$ cat config.mk
export PLATFORM = sky130hd
export DESIGN_NAME = wdr_watchdog
export DESIGN_NICKNAME = d
export VERILOG_FILES = /design/src/wdr_pkg.sv /design/src/wdr_tick_div.sv /design/src/wdr_watchdog.sv
export SDC_FILE = /design/constraint.sdc
export NUM_CORES = 1
export LEC_CHECK = 0
export ABC_AREA = 1
export BUFFER_PORTS_ARGS = -buffer_cell sky130_fd_sc_hd__buf_4
export CAP_MARGIN = 15
export CORE_MARGIN = 2
export CORE_UTILIZATION = 45
export DETAILED_ROUTE_END_ITERATION = 12
export PLACE_DENSITY = 0.68
export SYNTH_ARGS = -nofsm -noshare
export SYNTH_HDL_FRONTEND = slang
export SYNTH_SLANG_ARGS = --single-unit
$ cat constraint.sdc
create_clock -name ref_clk_i -period 1.9 [get_ports ref_clk_i]
set_clock_uncertainty 0.05 [all_clocks]
set_input_delay 0.095 -clock ref_clk_i [delete_from_list [all_inputs] [get_ports ref_clk_i]]
set_output_delay 0.095 -clock ref_clk_i [all_outputs]
set_load 0.05 [all_outputs]
$ cat src/wdr_pkg.sv
// Watchdog reset timer constants and types
package wdr_pkg;
  // ************************************************************
  // Register map
  // ************************************************************
  localparam logic [7:0] CTL_OFF = 8'h00;
  localparam logic [7:0] STAT_OFF = 8'h04;
  localparam logic [7:0] MASK_OFF = 8'h08;
  localparam logic [7:0] LOCK_OFF = 8'h0c;
  localparam logic [7:0] CNT_OFF = 8'h10;
  localparam logic [31:0] CTL_RESET = 32'h0000_0700;
  // Control field positions
  localparam int SEL_LSB = 8;
  localparam int RUN_BIT = 7;
  localparam int IRQEN_BIT = 6;
  localparam int TFLAG_BIT = 3;
  localparam int RFLAG_BIT = 2;
  localparam int CLR_BIT = 0;
  // Status and mask bits
  localparam int EV_TIMEOUT = 0;
  localparam int EV_RESET = 1;
  // Unlock keys; values are arbitrary
  localparam logic [7:0] KEY0 = 8'ha5;
  localparam logic [7:0] KEY1 = 8'h5a;
  localparam logic [7:0] KEY2 = 8'h3c;
  // ************************************************************
  // Counts in watchdog ticks
  // ************************************************************
  localparam int CNT_W = 18;
  localparam int BASE_EXP = 4;
  localparam logic [9:0] GRACE_LAST = 10'h3ff;
  localparam logic [5:0] HOLD_LAST = 6'h3f;
  localparam int TICK_DIV = 1;
  // ************************************************************
  // State
  // ************************************************************
  typedef enum logic [2:0] {
    ST_COUNT = 3'h1,
    ST_GRACE = 3'h2,
    ST_HOLD = 3'h4
  } wdr_fsm_t;
  typedef struct packed {
    wdr_fsm_t fsm;
    logic [CNT_W-1:0] cnt;
    logic [9:0] grace;
    logic [5:0] hold;
    logic run_en;
    logic irq_en;
    logic [2:0] sel;
    logic clr_req;
    logic tflag;
    logic rflag;
    logic [1:0] stat;
    logic [1:0] mask;
    logic unlock;
    logic [1:0] key_idx;
    logic pready;
    logic pslverr;
    logic [31:0] prdata;
    logic irq;
    logic cpu_rst;
  } wdr_state_t;
endpackage

$ cat src/wdr_tick_div.sv
// Tick enable divider for the watchdog clock
`timescale 1ns/100ps
module wdr_tick_div #(
  parameter int DIV = wdr_pkg::TICK_DIV
) (
  input wire logic ref_clk_i,
  input wire logic reset_n_i,
  output logic tick_o
);
  initial begin
    if (DIV < 1 || DIV > 65536) begin
      $error("wdr_tick_div: DIV out of range");
    end
  end

  typedef struct packed {
    logic [15:0] cnt;
    logic tick;
  } wdr_div_t;

  localparam logic [15:0] LAST = 16'(DIV - 1);

  wdr_div_t s_reg;
  wdr_div_t s_next;

  always_comb begin
    s_next = s_reg;
    s_next.tick = (s_reg.cnt == LAST);
    s_next.cnt = s_next.tick ? 16'h0000 : s_reg.cnt + 16'h0001;
  end

  always_ff @(posedge ref_clk_i or negedge reset_n_i) begin
    if (!reset_n_i) begin
      s_reg <= '0;
    end else begin
      s_reg <= s_next;
    end
  end

  assign tick_o = s_reg.tick;
endmodule // wdr_tick_div

$ cat src/wdr_watchdog.sv
// Watchdog reset timer with APB register access
//
// Function
// - Setting run_enable makes the counter step up on each watchdog tick.
// - The counter is an 18-bit free-running up-counter with a selectable interval.
// - Reaching the interval sets the timeout flag at once and requests an interrupt if enabled.
// - interval_select picks 2^(2n+4) ticks, from 16 for code 000 to 2^18 for code 111.
// - After each interval timeout a further 1024 ticks pass before the reset deadline.
// - Writing counter_clear_request high before the deadline zeroes the counter.
// - counter_clear_request falls back to zero by itself once the counter was zeroed.
// - Missing the deadline sets reset_occurred_flag and resets the processor.
// - The processor reset lasts 64 ticks, after which code restarts at address zero.
// - reset_occurred_flag survives the watchdog reset so software can see the cause.
// - The timeout flag stays set until a one is written to it; a zero leaves it.
// - Clearing run_enable zeroes the counter and ends a grace period; a processor reset already under way still runs its 64 ticks.
// - Control bits take writes only when unlocked; both flags clear by one at any time.
// - The timeout flag is set at every interval timeout even with the interrupt off.
`timescale 1ns/100ps
module wdr_watchdog #(
  parameter int TICK_DIV = wdr_pkg::TICK_DIV
) (
  input wire logic ref_clk_i,
  input wire logic reset_n_i,
  input wire logic psel_i,
  input wire logic penable_i,
  input wire logic pwrite_i,
  input wire logic [7:0] paddr_i,
  input wire logic [31:0] pwdata_i,
  output logic [31:0] prdata_o,
  output logic pready_o,
  output logic pslverr_o,
  output logic irq_o,
  output logic cpu_reset_o
);
  // ************************************************************
  // Elaboration checks
  // ************************************************************
  initial begin
    if (TICK_DIV < 1) begin
      $error("wdr_watchdog: TICK_DIV must be at least 1");
    end
  end

  // ************************************************************
  // Helpers
  // ************************************************************
  // Last count value of the selected interval
  function automatic logic [wdr_pkg::CNT_W-1:0] interval_last(input logic [2:0] sel);
    logic [wdr_pkg::CNT_W:0] span;
    span = (wdr_pkg::CNT_W+1)'(1) << (wdr_pkg::BASE_EXP + 2 * int'(sel));
    interval_last = wdr_pkg::CNT_W'(span - (wdr_pkg::CNT_W+1)'(1));
  endfunction

  function automatic logic is_reg(input logic [7:0] a);
    is_reg = (a == wdr_pkg::CTL_OFF) || (a == wdr_pkg::STAT_OFF) ||
             (a == wdr_pkg::MASK_OFF) || (a == wdr_pkg::LOCK_OFF) ||
             (a == wdr_pkg::CNT_OFF);
  endfunction

  // ************************************************************
  // Tick divider
  // ************************************************************
  logic tick;

  wdr_tick_div #(
    .DIV(TICK_DIV)
  ) u_div (
    .ref_clk_i(ref_clk_i),
    .reset_n_i(reset_n_i),
    .tick_o(tick)
  );

  // ************************************************************
  // State
  // ************************************************************
  wdr_pkg::wdr_state_t s_reg;
  wdr_pkg::wdr_state_t s_next;

  logic setup;
  logic wr_done;
  logic wr_ctl;
  logic wr_stat;
  logic wr_mask;
  logic wr_lock;
  logic ctl_ok;
  logic at_interval;
  logic timeout_ev;
  logic reset_ev;
  logic [31:0] ctl_view;
  logic [31:0] rd_val;

  always_comb begin
    ctl_view = '0;
    ctl_view[wdr_pkg::SEL_LSB +: 3] = s_reg.sel;
    ctl_view[wdr_pkg::RUN_BIT] = s_reg.run_en;
    ctl_view[wdr_pkg::IRQEN_BIT] = s_reg.irq_en;
    ctl_view[wdr_pkg::TFLAG_BIT] = s_reg.tflag;
    ctl_view[wdr_pkg::RFLAG_BIT] = s_reg.rflag;
    ctl_view[wdr_pkg::CLR_BIT] = s_reg.clr_req;
  end

  always_comb begin
    unique case (paddr_i)
      wdr_pkg::CTL_OFF: rd_val = ctl_view;
      wdr_pkg::STAT_OFF: rd_val = {30'h0, s_reg.stat};
      wdr_pkg::MASK_OFF: rd_val = {30'h0, s_reg.mask};
      wdr_pkg::LOCK_OFF: rd_val = {31'h0, s_reg.unlock};
      wdr_pkg::CNT_OFF: rd_val = {14'h0, s_reg.cnt};
      default: rd_val = 32'h0;
    endcase
  end

  always_comb begin
    // Access phase starts; answer one cycle later
    setup = psel_i && penable_i && !s_reg.pready;
    wr_done = psel_i && penable_i && s_reg.pready && pwrite_i;
    wr_ctl = wr_done && (paddr_i == wdr_pkg::CTL_OFF);
    wr_stat = wr_done && (paddr_i == wdr_pkg::STAT_OFF);
    wr_mask = wr_done && (paddr_i == wdr_pkg::MASK_OFF);
    wr_lock = wr_done && (paddr_i == wdr_pkg::LOCK_OFF);
    ctl_ok = wr_ctl && s_reg.unlock;
    at_interval = s_reg.cnt == interval_last(s_reg.sel);
    timeout_ev = 1'b0;
    reset_ev = 1'b0;

    s_next = s_reg;

    // ************************************************************
    // APB answer
    // ************************************************************
    s_next.pready = setup;
    if (setup) begin
      s_next.pslverr = !is_reg(paddr_i);
      s_next.prdata = pwrite_i ? 32'h0 : rd_val;
    end else begin
      s_next.pslverr = 1'b0;
      s_next.prdata = 32'h0;
    end

    // ************************************************************
    // Unlock sequence: three keys in a row
    // ************************************************************
    if (wr_lock) begin
      if (s_reg.unlock) begin
        // Any write relocks, so a runaway store cannot keep it open
        s_next.unlock = 1'b0;
        s_next.key_idx = 2'h0;
      end else begin
        unique case (s_reg.key_idx)
          2'h0: s_next.key_idx = (pwdata_i[7:0] == wdr_pkg::KEY0) ? 2'h1 : 2'h0;
          2'h1: s_next.key_idx = (pwdata_i[7:0] == wdr_pkg::KEY1) ? 2'h2 : 2'h0;
          2'h2: begin
            s_next.unlock = pwdata_i[7:0] == wdr_pkg::KEY2;
            s_next.key_idx = 2'h0;
          end
          default: s_next.key_idx = 2'h0;
        endcase
      end
    end

    // ************************************************************
    // Control writes
    // ************************************************************
    if (ctl_ok) begin
      s_next.sel = pwdata_i[wdr_pkg::SEL_LSB +: 3];
      s_next.run_en = pwdata_i[wdr_pkg::RUN_BIT];
      s_next.irq_en = pwdata_i[wdr_pkg::IRQEN_BIT];
    end
    if (wr_mask) begin
      s_next.mask = pwdata_i[1:0];
    end

    // ************************************************************
    // Counter and deadline
    // ************************************************************
    if (s_reg.clr_req) begin
      s_next.cnt = '0;
      s_next.clr_req = 1'b0;
      if (s_reg.fsm == wdr_pkg::ST_GRACE) begin
        s_next.fsm = wdr_pkg::ST_COUNT;
        s_next.grace = '0;
      end
    end else if (!s_reg.run_en) begin
      s_next.cnt = '0;
      s_next.grace = '0;
      if (s_reg.fsm == wdr_pkg::ST_GRACE) begin
        s_next.fsm = wdr_pkg::ST_COUNT;
      end
    end else if (tick) begin
      unique case (s_reg.fsm)
        wdr_pkg::ST_COUNT: begin
          s_next.cnt = s_reg.cnt + 1'b1;
          if (at_interval) begin
            timeout_ev = 1'b1;
            s_next.fsm = wdr_pkg::ST_GRACE;
            s_next.grace = '0;
          end
        end
        wdr_pkg::ST_GRACE: begin
          s_next.cnt = s_reg.cnt + 1'b1;
          if (s_reg.grace == wdr_pkg::GRACE_LAST) begin
            reset_ev = 1'b1;
            s_next.fsm = wdr_pkg::ST_HOLD;
            s_next.hold = '0;
            s_next.cnt = '0;
          end else begin
            s_next.grace = s_reg.grace + 1'b1;
          end
        end
        wdr_pkg::ST_HOLD: begin
          // Counter parked while the processor is held
          s_next.cnt = '0;
        end
        default: s_next.fsm = wdr_pkg::ST_COUNT;
      endcase
    end

    // Hold runs on ticks even with run_enable low
    if (s_reg.fsm == wdr_pkg::ST_HOLD && tick) begin
      if (s_reg.hold == wdr_pkg::HOLD_LAST) begin
        s_next.fsm = wdr_pkg::ST_COUNT;
        s_next.hold = '0;
      end else begin
        s_next.hold = s_reg.hold + 1'b1;
      end
    end
    s_next.cpu_rst = (s_next.fsm == wdr_pkg::ST_HOLD);

    // Clear request taken last; it acts on the following cycle
    if (ctl_ok && pwdata_i[wdr_pkg::CLR_BIT]) begin
      s_next.clr_req = 1'b1;
    end

    // ************************************************************
    // Flags: set wins over a same-cycle clear
    // ************************************************************
    if (wr_ctl && pwdata_i[wdr_pkg::TFLAG_BIT]) begin
      s_next.tflag = 1'b0;
    end
    if (wr_ctl && pwdata_i[wdr_pkg::RFLAG_BIT]) begin
      s_next.rflag = 1'b0;
    end
    if (wr_stat) begin
      s_next.stat = s_reg.stat & ~pwdata_i[1:0];
    end
    if (timeout_ev) begin
      s_next.tflag = 1'b1;
      s_next.stat[wdr_pkg::EV_TIMEOUT] = 1'b1;
    end
    if (reset_ev) begin
      // Writing a one or system reset clears it; the processor reset does not
      s_next.rflag = 1'b1;
      s_next.stat[wdr_pkg::EV_RESET] = 1'b1;
    end

    // ************************************************************
    // Interrupt
    // ************************************************************
    s_next.irq = (s_next.tflag && s_next.irq_en) ||
                 (|(s_next.stat & s_next.mask));
  end

  always_ff @(posedge ref_clk_i or negedge reset_n_i) begin
    if (!reset_n_i) begin
      s_reg <= '0;
      s_reg.fsm <= wdr_pkg::ST_COUNT;
      s_reg.sel <= wdr_pkg::CTL_RESET[wdr_pkg::SEL_LSB +: 3];
    end else begin
      s_reg <= s_next;
    end
  end

  // ************************************************************
  // Outputs
  // ************************************************************
  assign prdata_o = s_reg.prdata;
  assign pready_o = s_reg.pready;
  assign pslverr_o = s_reg.pslverr;
  assign irq_o = s_reg.irq;
  assign cpu_reset_o = s_reg.cpu_rst;
endmodule // wdr_watchdog

# Word-level counts from Yosys, hierarchy flattened

Index checks and enable logic that the tools add are counted.

Add/sub/neg operators: 6
Equal/unequal tests: 23
Shift-type cells: 1
Muxes and demuxes: 48
Bitwise gates (word level): 3
Reduce and logical (&&, ||, !) cells: 33

Operators by type and width:

| kind                                                                  | number |
|---|---|
| 18-bit case mux with 5 select lines                                   | 1 |
| 31-bit 2-to-1 mux                                                     | 2 |
| 18-bit case mux with 3 select lines                                   | 1 |
| 37-bit 2-to-1 mux                                                     | 1 |
| 6-bit 2-to-1 mux                                                      | 6 |
| 33-bit 2-to-1 mux                                                     | 1 |
| 32-bit 2-to-1 mux                                                     | 1 |
| 10-bit 2-to-1 mux                                                     | 3 |
| 21-bit 2-to-1 mux                                                     | 1 |
| 10-bit case mux with 2 select lines                                   | 1 |
| 18-bit by 1-bit adder with 18-bit output, second input constant       | 1 |
| 18-bit equality test                                                  | 1 |
| 1-bit by 5-bit << shifter with 18-bit output, first input constant    | 1 |
| 18-bit by 1-bit subtractor with 18-bit output, second input constant  | 1 |
| 1-bit 2-to-1 mux                                                      | 17 |
| 16-bit by 1-bit adder with 16-bit output, second input constant       | 1 |
| 8-bit by 4-bit equality test with 1-bit output, second input constant | 2 |
| 16-bit logical NOT                                                    | 1 |
| 16-bit 2-to-1 mux                                                     | 1 |
| 3-bit 2-to-1 mux                                                      | 5 |
| 1-bit logical AND                                                     | 14 |
| 10-bit by 1-bit adder with 10-bit output, second input constant       | 1 |
| 10-bit equality test, second input constant                           | 1 |
| 5-bit AND reduction                                                   | 2 |
| 31 further kinds                                                      | 47 |

Bits in registers: 105
Bits of input ports: 45
Output and inout bits: 36
Logic and storage cells: 135

# Longest topological paths before layout

Gate-level depths: netlist of the first run.

Depth after elaboration: 13
Mapped depth: 14
Gate-level depth less buffers: 14

# Modules after synthesis

A second synthesis of the first run with hierarchy kept.

Cells, all modules: 712
Area, all modules: 5396.4 um^2

By module, submodules not included:

| module       | instances | cells an instance | area an instance (um^2) | sequential area each (um^2) |
|---|---|---|---|---|
| wdr_watchdog | 1         | 594               | 4468.0                  | 1856.8 |
| wdr_tick_div | 1         | 118               | 928.4                   | 425.4 |

# Worst setup path before layout of the first run

Ideal clock, no wire load.

Path type: reg2reg
Start point: register s_reg (netlist bit ctl_view[10])
End point: register s_reg[66] (netlist bit)
Library setup time: 0.119 ns
Arrival: 1.738 ns
Data required time: 1.731 ns
Path slack: -0.006 ns
Stages on the path, launching flop included: 12
Buffers on the path: 0
Clock period less this slack: 1.906 ns
Cell sequence: dfstp_2 ha_1 nor2_1 nand2_1 nand2_1 nand3_1 nor2_1 nand3_1 nand3_2 nand3_2 nand2_1 nand2_1

Cells in the longest elaborated chain, start to end: 6

Ends and longest elaborated chain:

| element                                       | line                | text |
|---|---|---|
| start, declared                               | wdr_watchdog.sv:76  | `wdr_pkg::wdr_state_t s_reg;` |
| start signal, assigned                        | wdr_watchdog.sv:269 | `s_reg <= s_next;` |
| 3-bit by 4-bit adder with 5-bit output        | wdr_watchdog.sv:50  | `span = (wdr_pkg::CNT_W+1)'(1) << (wdr_pkg::BASE_EXP + 2 * int'(sel));` |
| 1-bit by 5-bit << shifter with 18-bit output  | wdr_watchdog.sv:50  |  |
| 18-bit by 1-bit subtractor with 18-bit output | wdr_watchdog.sv:51  | `interval_last = wdr_pkg::CNT_W'(span - (wdr_pkg::CNT_W+1)'(1));` |
| 18-bit equality test                          | wdr_watchdog.sv:122 | `at_interval = s_reg.cnt == interval_last(s_reg.sel);` |
| 4-bit inequality test (no source line)        | --                  |  |
| 5-bit AND reduction (no source line)          | --                  |  |

Every way passes these cells.
A chain may end at the register's enable or synchronous reset.

# Worst setup path in the final report of the first run

Start point: register s_reg (netlist bit ctl_view[9])
End point: register s_reg[58] (netlist bit)

Same word-level chain as after synthesis.

==> flow_metrics.tcl, run 1 <==
set metrics [dict create \
    cts_sinks 91 \
    crit_fanout 5 \
    critPathLaunchType "flop" \
    drtIter0Drc 242 \
    p_per_area_nw_per_um2 642 \
    synth_cell_types 42 \
    dp_hpwl_um 8620 \
    max_freq_ghz 0.504 \
    slew_violations 0 \
    totalWireLength_um 11700 \
    min_period_ns 1.98 \
    grt_max_degree 55 \
    synth_seq_cells 91 \
    place_area_sq_um 5770 \
    finalCritPeriodShare_pct 104 \
    final-hold-violation-count 0 \
    netlist_area_sq_um 5160 \
    final_area_sq_um 6450 \
    seq_area_frac_synth_pct 44.3 \
    clkLatencyLatePin_ns 0.35 \
    violations "setup timing" \
    die_w_um 111 \
    crit_type "flop to flop" \
    root_buffer "clkbuf_16" \
    grt_antenna_before_repair 0 \
    irDropWorstVdd_mv 0.423 \
    initial_core_util_pct 45.5 \
    postSynthAreaPerCell_sq_um 7.75 \
    ys.warnings.count 0 \
    wl_per_cell_um 13.0 \
    portBuffers 45 \
    tritoncts "yes" \
    grt_pass1_vias 4289 \
    die_area_sq_um 12300 \
    leakage_nw 3.23 \
    dpl_worst_slack_ns -0.107 \
    drive_gt1_share_pct 23.4 \
    grt-ovfl-total 0 \
    via_per_inst 4.97 \
    rsz0062_at_grt "true" \
    first_pass_iters 4 \
    timing.final.ws_setup_ns -0.0828 \
    place_congestion 0.896 \
    grt_pass1_wl_um 19800 \
    drc 0 \
    track_usage_pct 19.7 \
    netlist_instances 665 \
    core_area_sq_um 11300 \
    cts_buffer_depth 2 \
    top_level_ports 81 \
    final_nets 801 \
    ant_nets 0 \
    cts_htree_levels 3 \
    fillers 1031 \
    critPathRequiredTime_ns 2.08 \
    arrival_ns 2.17 \
    setup-violations-final 11 \
    cp_cell_sequence "buf_4, inv_1, nand2_1, nand2_1, nand3_1, nand2_1, nor2_1, nand3_2, nand3_4, nand3_4, nand2_2, nand2_1" \
    largest_reg_flops 44 \
    max_stage_delay_ns 0.56 \
    regToRegSetupSlack_ns -0.08 \
    clk_pin_slew_ns 0.07 \
    area_growth_pct 25.1 \
    hold-worst-slack_ns 0.0256 \
    rows 39 \
    antenna_cells 0 \
    synth.top_cell.area_share_pct 42.2 \
    hp-class "input port to flop" \
    vias 4460 \
    tritoncts.num_buffers 9 \
    yosysTopAreaCell "dfrtp_1" \
    crit_top_cell "nand2_1" \
    slowest_stage "dfstp_2" \
    end_kind "flop" \
    ys_top_cells_by_area "dfrtp_1 42%, nand2_1 11%, inv_1 6.4%, nor2_1 5.2%, nand3_1 4.8%" \
    die_h_um 111 \
    drv_cap 0 \
    status "complete, but fails checks" \
]
-- per-stage QoR --
stage / utilization [%] / TNS [ns] / power (mW) / std cells
finish: 57.0 / -0.600 / 4.14 / 898
global route: 57.0 / -2.13 / 4.28 / 898
CTS: 55.6 / -0.372 / 4.19 / 897
detailed placement: 50.9 / -1.54 / 2.18 / 868
global placement: 50.9 / -0.666 / 2.17 / 868
floorplan: - / 0 / 2.09 / 678
-- area by class of cell --
type / instances / area, sq um / share of cell area (%)
sequential: 91 / 2280 / 35.4
inverter: 101 / 382 / 5.92
clock inverter: 6 / 95.1 / 1.47
clock buffer: 10 / 239 / 3.70
multi-input combinational: 450 / 2480 / 38.4
tap: 143 / 179 / 2.77
timing repair buffer: 97 / 795 / 12.3
-- timing repair --
action                                 CTS  global route
endpoints found under the hold margin   99             0
pin swaps                                4            11
setup endpoints to repair               24            36
hold buffers                            12             0
resized for setup                       16            36
cloned                                   1             0
buffers inserted                         0             1
-- cells in the final DEF, fill, tap and decap left out, types with 4 or more instances in the layout --
master,n
ha_1,4
conb_1,14
nor3_2,4
nor2_1,64
nor2_4,5
o21ai_1,8
nand3_2,8
nor3_1,20
dfstp_2,4
nand3_4,4
nor2_2,10
nand4_1,22
inv_2,11
nand3_1,44
a21oi_1,21
o31ai_1,4
nand2_4,5
nor4_1,4
buf_4,80
dfrtp_1,87
xor2_1,17
dlygate4sd3_1,12
clkbuf_16,9
nand2_1,136
inv_1,87
nand2_2,12
o21ai_0,16
-- final timing paths --
check	cells past startpoint	from	endpoint
max	12	ctl_view[9]	s_reg[58]
min	4	pwdata_i[3]	ctl_view[3]
max reg2reg	12	ctl_view[9]	s_reg[58]
min reg2reg	1	u_div.s_reg[16]	u_div.s_reg[16]
max in group asynchronous	3	reset_n_i	prdata_o[11]
min in group asynchronous	2	reset_n_i	pready_o
-- critical path: cells and delay by family (launching register included) --
family        cells  cell delay [ns]
buf+inv           2             0.18
flops             1             0.56
simple gates     10             1.07
-- cell usage after synthesis, drive strengths merged --
master,count
nand3,55
buf,37
o21bai,1
dfstp,4
o211ai,1
and3,1
nor4,6
nand3b,2
nor3,27
o21ai,26
xnor2,3
or3,1
o22ai,2
a21oi,22
or2,1
conb,1
dfrtp,87
a22o,2
ha,6
xor2,17
clkinv,2
nand4,22
nand2,153
o31ai,4
a211oi,1
inv,99
nor3b,3
nor2,79
-- per-layer routing --
| layer | vias to the layer above | track usage, % | part of all wire, % |
|---|---|---|---|
| met1 | 2099 | 26.3 | 46 |
| met5 | - | 0 | 0 |
| met4 | 0 | 7.82 | 1.7 |
| met2 | 81 | 32.3 | 49 |
| met3 | 14 | 3.01 | 3.1 |
| li1 | 2266 | - | - |
-- power by group --
part	internal, mW	total, mW	switching [mW]
Sequential	1.94	1.94	0.00227
Combinational	0.0622	0.211	0.149
Clock	1.20	1.99	0.787
-- kinds of logic after synthesis --
family,count (synthesis),synth area share [%]
flops,91,44.3
simple gates,350,31.5
fa+ha+maj,6,1.46
xor+xnor,20,3.40
buf+inv,138,12.9
compound gates,59,6.48
other cells,1,0.0727
Note: power is estimated with default switching activity, not from simulation.
==> run 2, diff against run 1 <==
CELL_PAD_IN_SITES_DETAIL_PLACEMENT = 1   (was not set)
CELL_PAD_IN_SITES_GLOBAL_PLACEMENT = 2   (was not set)
CORE_UTILIZATION = 30   (was 45)
PLACE_DENSITY = not set   (was 0.68)
PLACE_DENSITY_LB_ADDON = 0.1   (was not set)
==> flow_metrics.tcl, run 2 (same netlist as run 1, synthesis figures left out) <==
set metrics [dict create \
    top_level_ports 81 \
    cp_num_cells 14 \
    regToRegSetupSlack_ns -0.06 \
    final_common_cell "nand2_1" \
    p_clk_share_pct 46.5 \
    place_area_sq_um 6090 \
    track_usage_pct 18.0 \
    arrival_ns 2.16 \
    grt_antenna_before_repair 0 \
    crit_type "flop to flop" \
    layout_common_cells "126 x nand2_1, 121 x buf_4, 87 x inv_1, 87 x dfrtp_1, 59 x nor2_1" \
    min_period_ns 1.96 \
    grt_pass1_vias 5088 \
    drtIter0Drc 147 \
    ant_nets 0 \
    drive_gt1_share_pct 30.0 \
    clk_pin_slew_ns 0.06 \
    leakage_nw 3.40 \
    die_w_um 135 \
    critPathRequiredTime_ns 2.09 \
    dpl_worst_slack_ns -0.167 \
    portBuffers 45 \
    reg2regPathDepth 14 \
    area_growth_pct 33.7 \
    irDropWorstVdd_mv 0.415 \
    finalCritPeriodShare_pct 103 \
    cts_sinks 91 \
    rr_startpoint "ctl_view[9]" \
    seqPwrFrac_pct 48.1 \
    tritoncts.num_buffers 9 \
    dp_hpwl_um 11900 \
    root_buffer "clkbuf_16" \
    setup-violations-final 12 \
    cp-endpoint "cpu_reset_o" \
    p_sw_uw 937 \
    die_area_sq_um 18300 \
    intPower_mw 3.10 \
    final_area_sq_um 6900 \
    max_stage_delay_ns 0.56 \
    final-hold-violation-count 0 \
    grt_max_degree 43 \
    rsz0062_at_grt "true" \
    grt-ovfl-total 0 \
    slew_violations 0 \
    path_buf_inv 2 \
    largest_reg_flops 44 \
    cts_htree_levels 3 \
    crit_fanout 3 \
    totalWireLength_um 15300 \
    clkLatencyLatePin_ns 0.35 \
    sw_frac_of_total_pct 23.2 \
    place_congestion 0.829 \
    first_pass_iters 4 \
    tritoncts "yes" \
    grt_pass1_wl_um 25600 \
    r2r-end "cpu_reset_o" \
    final_nets 840 \
    critPathLaunchType "flop" \
    die_h_um 135 \
    max_freq_ghz 0.510 \
    rows 47 \
    p_per_area_nw_per_um2 585 \
    drc 0 \
    initial_core_util_pct 30.9 \
    drv_cap 0 \
    cp_cell_sequence "ha_4, inv_2, nand2_2, nand2_2, buf_4, nand3_2, nor2_2, nand3_2, nor2_4, nand2_1, nand2_1, nand2_1, nand2_2, nor2_1" \
    cts_buffer_depth 2 \
    wl_per_cell_um 15.1 \
    vias 4726 \
    via_per_inst 4.66 \
    core_area_sq_um 16700 \
    violations "setup timing" \
    status "complete, but fails checks" \
    p_total_mw 4.04 \
    power_frac_comb_pct 5.4 \
    slowest_stage "dfstp_2" \
    timing.final.ws_setup_ns -0.0618 \
    cp-startpoint "ctl_view[9]" \
    hp-class "input port to flop" \
    antenna_cells 0 \
    path_delay_family "simple AND/OR/NAND/NOR gates" \
    end_kind "flop" \
]
==> run 2: changes by cell type in the layout (fill, tap and decap cells not counted), sizes merged <==
cell,delta
bufinv,-1
clkinv,-1
dlygate4sd3,-3
clkbuf,+3
clkinvlp,+1
buf,+42
inv,-2
==> run 2: area by class of cell <==
type	instances	area, sq um
fill	2023	9810
multi-input combinational	450	2570
sequential	91	2280
timing repair buffer	136	1080
inverter	101	382
tap	220	275
clock buffer	13	260
clock inverter	3	46.3
==> run 2: metal layers <==
metal  wire [um]  vias up  track usage [%]
li1            -     2332                -
met1        7100     2304             23.1
met2        7380       67             30.4
met3         495       23             3.45
met4         349        0             6.25
met5           0        -                0
==> run 2: worst min path at each step <==
stage	start	end	depth (start not counted)
after global placement	reset_n_i	s_reg[74]	1
after floorplan	reset_n_i	cpu_reset_o	0
final	pwrite_i	prdata_o[0]	4
after CTS	pwrite_i	prdata_o[0]	4
after global routing	pwrite_i	prdata_o[0]	4
after detailed placement	reset_n_i	prdata_o[11]	1
==> run 2: power by group through the flow <==
stage / Clock (mW) / Combinational [mW] / Sequential (mW)
final: 1.87 / 0.218 / 1.94
after global routing: 2.02 / 0.238 / 1.94
after CTS: 1.94 / 0.223 / 1.94
after detailed placement: 0 / 0.208 / 1.98
after global placement: 0 / 0.204 / 1.98
after floorplan: 0 / 0.106 / 1.99
==> run 2: stage by stage <==
step                      hold WS [ns]  setup TNS (ns)  std cells  utilization (%)
final                           0.0272          -0.410       1014             41.3
after detailed placement        0.0535           -2.88        976             36.5
after CTS                       0.0116           -1.13       1005             39.5
after floorplan                 -0.251               0        678                -
after global routing            0.0369           -2.44       1014             41.3
after global placement          0.0458           -1.55        976             36.5
==> run 2: worst reg2reg max path, stage by stage, from the launching register on <==
cell	delay [ns]
dfstp_2	0.56
ha_4	0.22
inv_2	0.07
nand2_2	0.06
nand2_2	0.08
buf_4	0.11
nand3_2	0.07
nor2_2	0.12
nand3_2	0.10
nor2_4	0.13
nand2_1	0.07
nand2_1	0.06
nand2_1	0.05
nand2_2	0.06
nor2_1	0.05
==> run 2: what timing repair did <==
action	in CTS	in global routing
pin swaps	5	18
hold buffers	9	0
endpoints found under the setup margin	33	46
setup buffers	3	9
cloned	1	0
gates resized for setup	19	59
hold endpoints to repair	36	0
==> run 3, diff against run 2 <==
RECOVER_POWER = 50   (was not set)
==> flow_metrics.tcl, run 3 (same netlist as run 1, synthesis figures left out) <==
set metrics [dict create \
    tritoncts "yes" \
    p_clk_share_pct 46.5 \
    via_per_inst 4.66 \
    fin_cells 1014 \
    dp_cells 976 \
    seqPwrFrac_pct 48.2 \
    slowest_stage "dfstp_2" \
    portBuffers 45 \
    min_period_ns 1.96 \
    die_area_sq_um 18300 \
    end_kind "flop" \
    leakage_nw 3.35 \
    hold_end "prdata_o[0]" \
    clk_pin_slew_ns 0.06 \
    register_area_sq_um 2280 \
    drc 0 \
    initial_core_util_pct 30.9 \
    final_nets 840 \
    layout_common_cells "126 x nand2_1, 107 x buf_4, 87 x inv_1, 87 x dfrtp_1, 59 x nor2_1" \
    power_frac_comb_pct 5.3 \
    p_per_area_nw_per_um2 590 \
    crit_type "flop to flop" \
    core_area_sq_um 16700 \
    largest_reg_flops 44 \
    arrival_ns 2.16 \
    final_common_cell "nand2_1" \
    drive_gt1_share_pct 28.5 \
    setup-violations-final 12 \
    crit_fanout 3 \
    rr_startpoint "ctl_view[9]" \
    grt_max_degree 43 \
    grt_antenna_before_repair 0 \
    top_level_ports 81 \
    r2r-end "cpu_reset_o" \
    die_w_um 135 \
    cp_cell_sequence "ha_4, inv_2, nand2_2, nand2_2, buf_4, nand3_2, nor2_2, nand3_2, nor2_4, nand2_1, nand2_1, nand2_1, nand2_2, nor2_1" \
    critPathRequiredTime_ns 2.09 \
    slew_violations 0 \
    drtIter0Drc 140 \
    track_usage_pct 18.0 \
    path_buf_inv 2 \
    tritoncts.num_buffers 9 \
    max_freq_ghz 0.510 \
    regToRegSetupSlack_ns -0.06 \
    dp_hpwl_um 11900 \
    max_stage_delay_ns 0.56 \
    multiInputGateArea_sq_um 2570 \
    rows 47 \
    critPathLaunchType "flop" \
    hp-class "input port to flop" \
    irDropWorstVdd_mv 0.418 \
    status "complete, but fails checks" \
    sw_frac_of_total_pct 23.3 \
    clkLatencyLatePin_ns 0.35 \
    cts_buffer_depth 2 \
    totalWireLength_um 15300 \
    p_sw_uw 939 \
    cts_htree_levels 3 \
    min_from "pwrite_i" \
    holdPathStages 4 \
    relSlewSlack_pct 38.0 \
    cts_sinks 91 \
    first_pass_iters 4 \
    ant_nets 0 \
    reg2regPathDepth 14 \
    grt_pass1_wl_um 25600 \
    root_buffer "clkbuf_16" \
    intPower_mw 3.09 \
    die_h_um 135 \
    place_congestion 0.829 \
    grt-ovfl-total 0 \
    violations "setup timing" \
    tightest_slew_ns 0.930 \
    final-hold-violation-count 0 \
    rsz0062_at_grt "true" \
    antenna_cells 0 \
    area_growth_pct 32.5 \
    drv_cap 0 \
    path_delay_family "simple AND/OR/NAND/NOR gates" \
    tns_ns -0.400 \
    vias 4727 \
    finalCritPeriodShare_pct 103 \
    wl_per_cell_um 15.1 \
    timing.final.ws_setup_ns -0.0615 \
    grt_pass1_vias 5088 \
    fillers 2030 \
]
[run 3: area by class of cell]
type                       count  area share, %
multi-input combinational    450           37.6
clock inverter                 3          0.678
timing repair buffer         136           14.9
inverter                     101           5.59
sequential                    91           33.4
tap                          220           4.03
clock buffer                  13           3.81
[run 3: per-stage QoR]
stage	utilization (%)	worst slack (ns)	power, mW	cell area [sq um]	hold slack (ns)
6_report	40.9	-0.0615	4.03	6830	0.0276
5_1_grt	40.9	-0.210	4.19	6830	0.0369
4_1_cts	39.5	-0.113	4.11	6600	0.0116
3_5_place_dp	36.5	-0.167	2.19	6090	0.0535
3_3_place_gp	36.5	-0.104	2.18	6090	0.0458
2_1_floorplan	-	0.0174	2.09	5220	-0.251
[run 3: worst reg2reg max path: stages (launching register included)]
cell and delay, ns:
dfstp_2 0.56, ha_4 0.22, inv_2 0.07, nand2_2 0.06, nand2_2 0.08, buf_4 0.11, nand3_2 0.07, nor2_2 0.12
nand3_2 0.10, nor2_4 0.13, nand2_1 0.07, nand2_1 0.06, nand2_1 0.05, nand2_2 0.06, nor2_1 0.05
[run 3: power groups by stage]
stage	Clock (mW)	Combinational, mW	Sequential (mW)
6_report	1.88	0.213	1.94
4_1_cts	1.94	0.223	1.94
5_1_grt	2.02	0.233	1.94
3_5_place_dp	0	0.208	1.98
3_3_place_gp	0	0.204	1.98
2_1_floorplan	0	0.106	1.99
[run 3: routing by layer]
metal | part of all wire, % | track usage, % | vias up
li1 | - | - | 2334
met1 | 47 | 23.1 | 2305
met2 | 48 | 30.4 | 64
met3 | 3.1 | 3.45 | 24
met4 | 2.3 | 6.25 | 0
met5 | 0 | 0 | -
[run 3: worst max-delay path by stage]
stage / depth (start not counted) / to / startpoint
final: 14 / cpu_reset_o / ctl_view[9]
after global routing: 14 / cpu_reset_o / ctl_view[9]
after CTS: 13 / s_reg[64] / ctl_view[9]
after detailed placement: 13 / s_reg[66] / ctl_view[9]
after global placement: 12 / s_reg[66] / ctl_view[9]
after floorplan: 13 / s_reg[66] / ctl_view[10]
[run 3: timing repair]
| action | in CTS | in global routing |
|---|---|---|
| hold buffers | 9 | 0 |
| setup buffers | 3 | 9 |
| gates resized for setup | 19 | 59 |
| hold endpoints to repair | 36 | 0 |
| endpoints found under the setup margin | 33 | 46 |
| pin swaps | 5 | 18 |
| cloned | 1 | 0 |
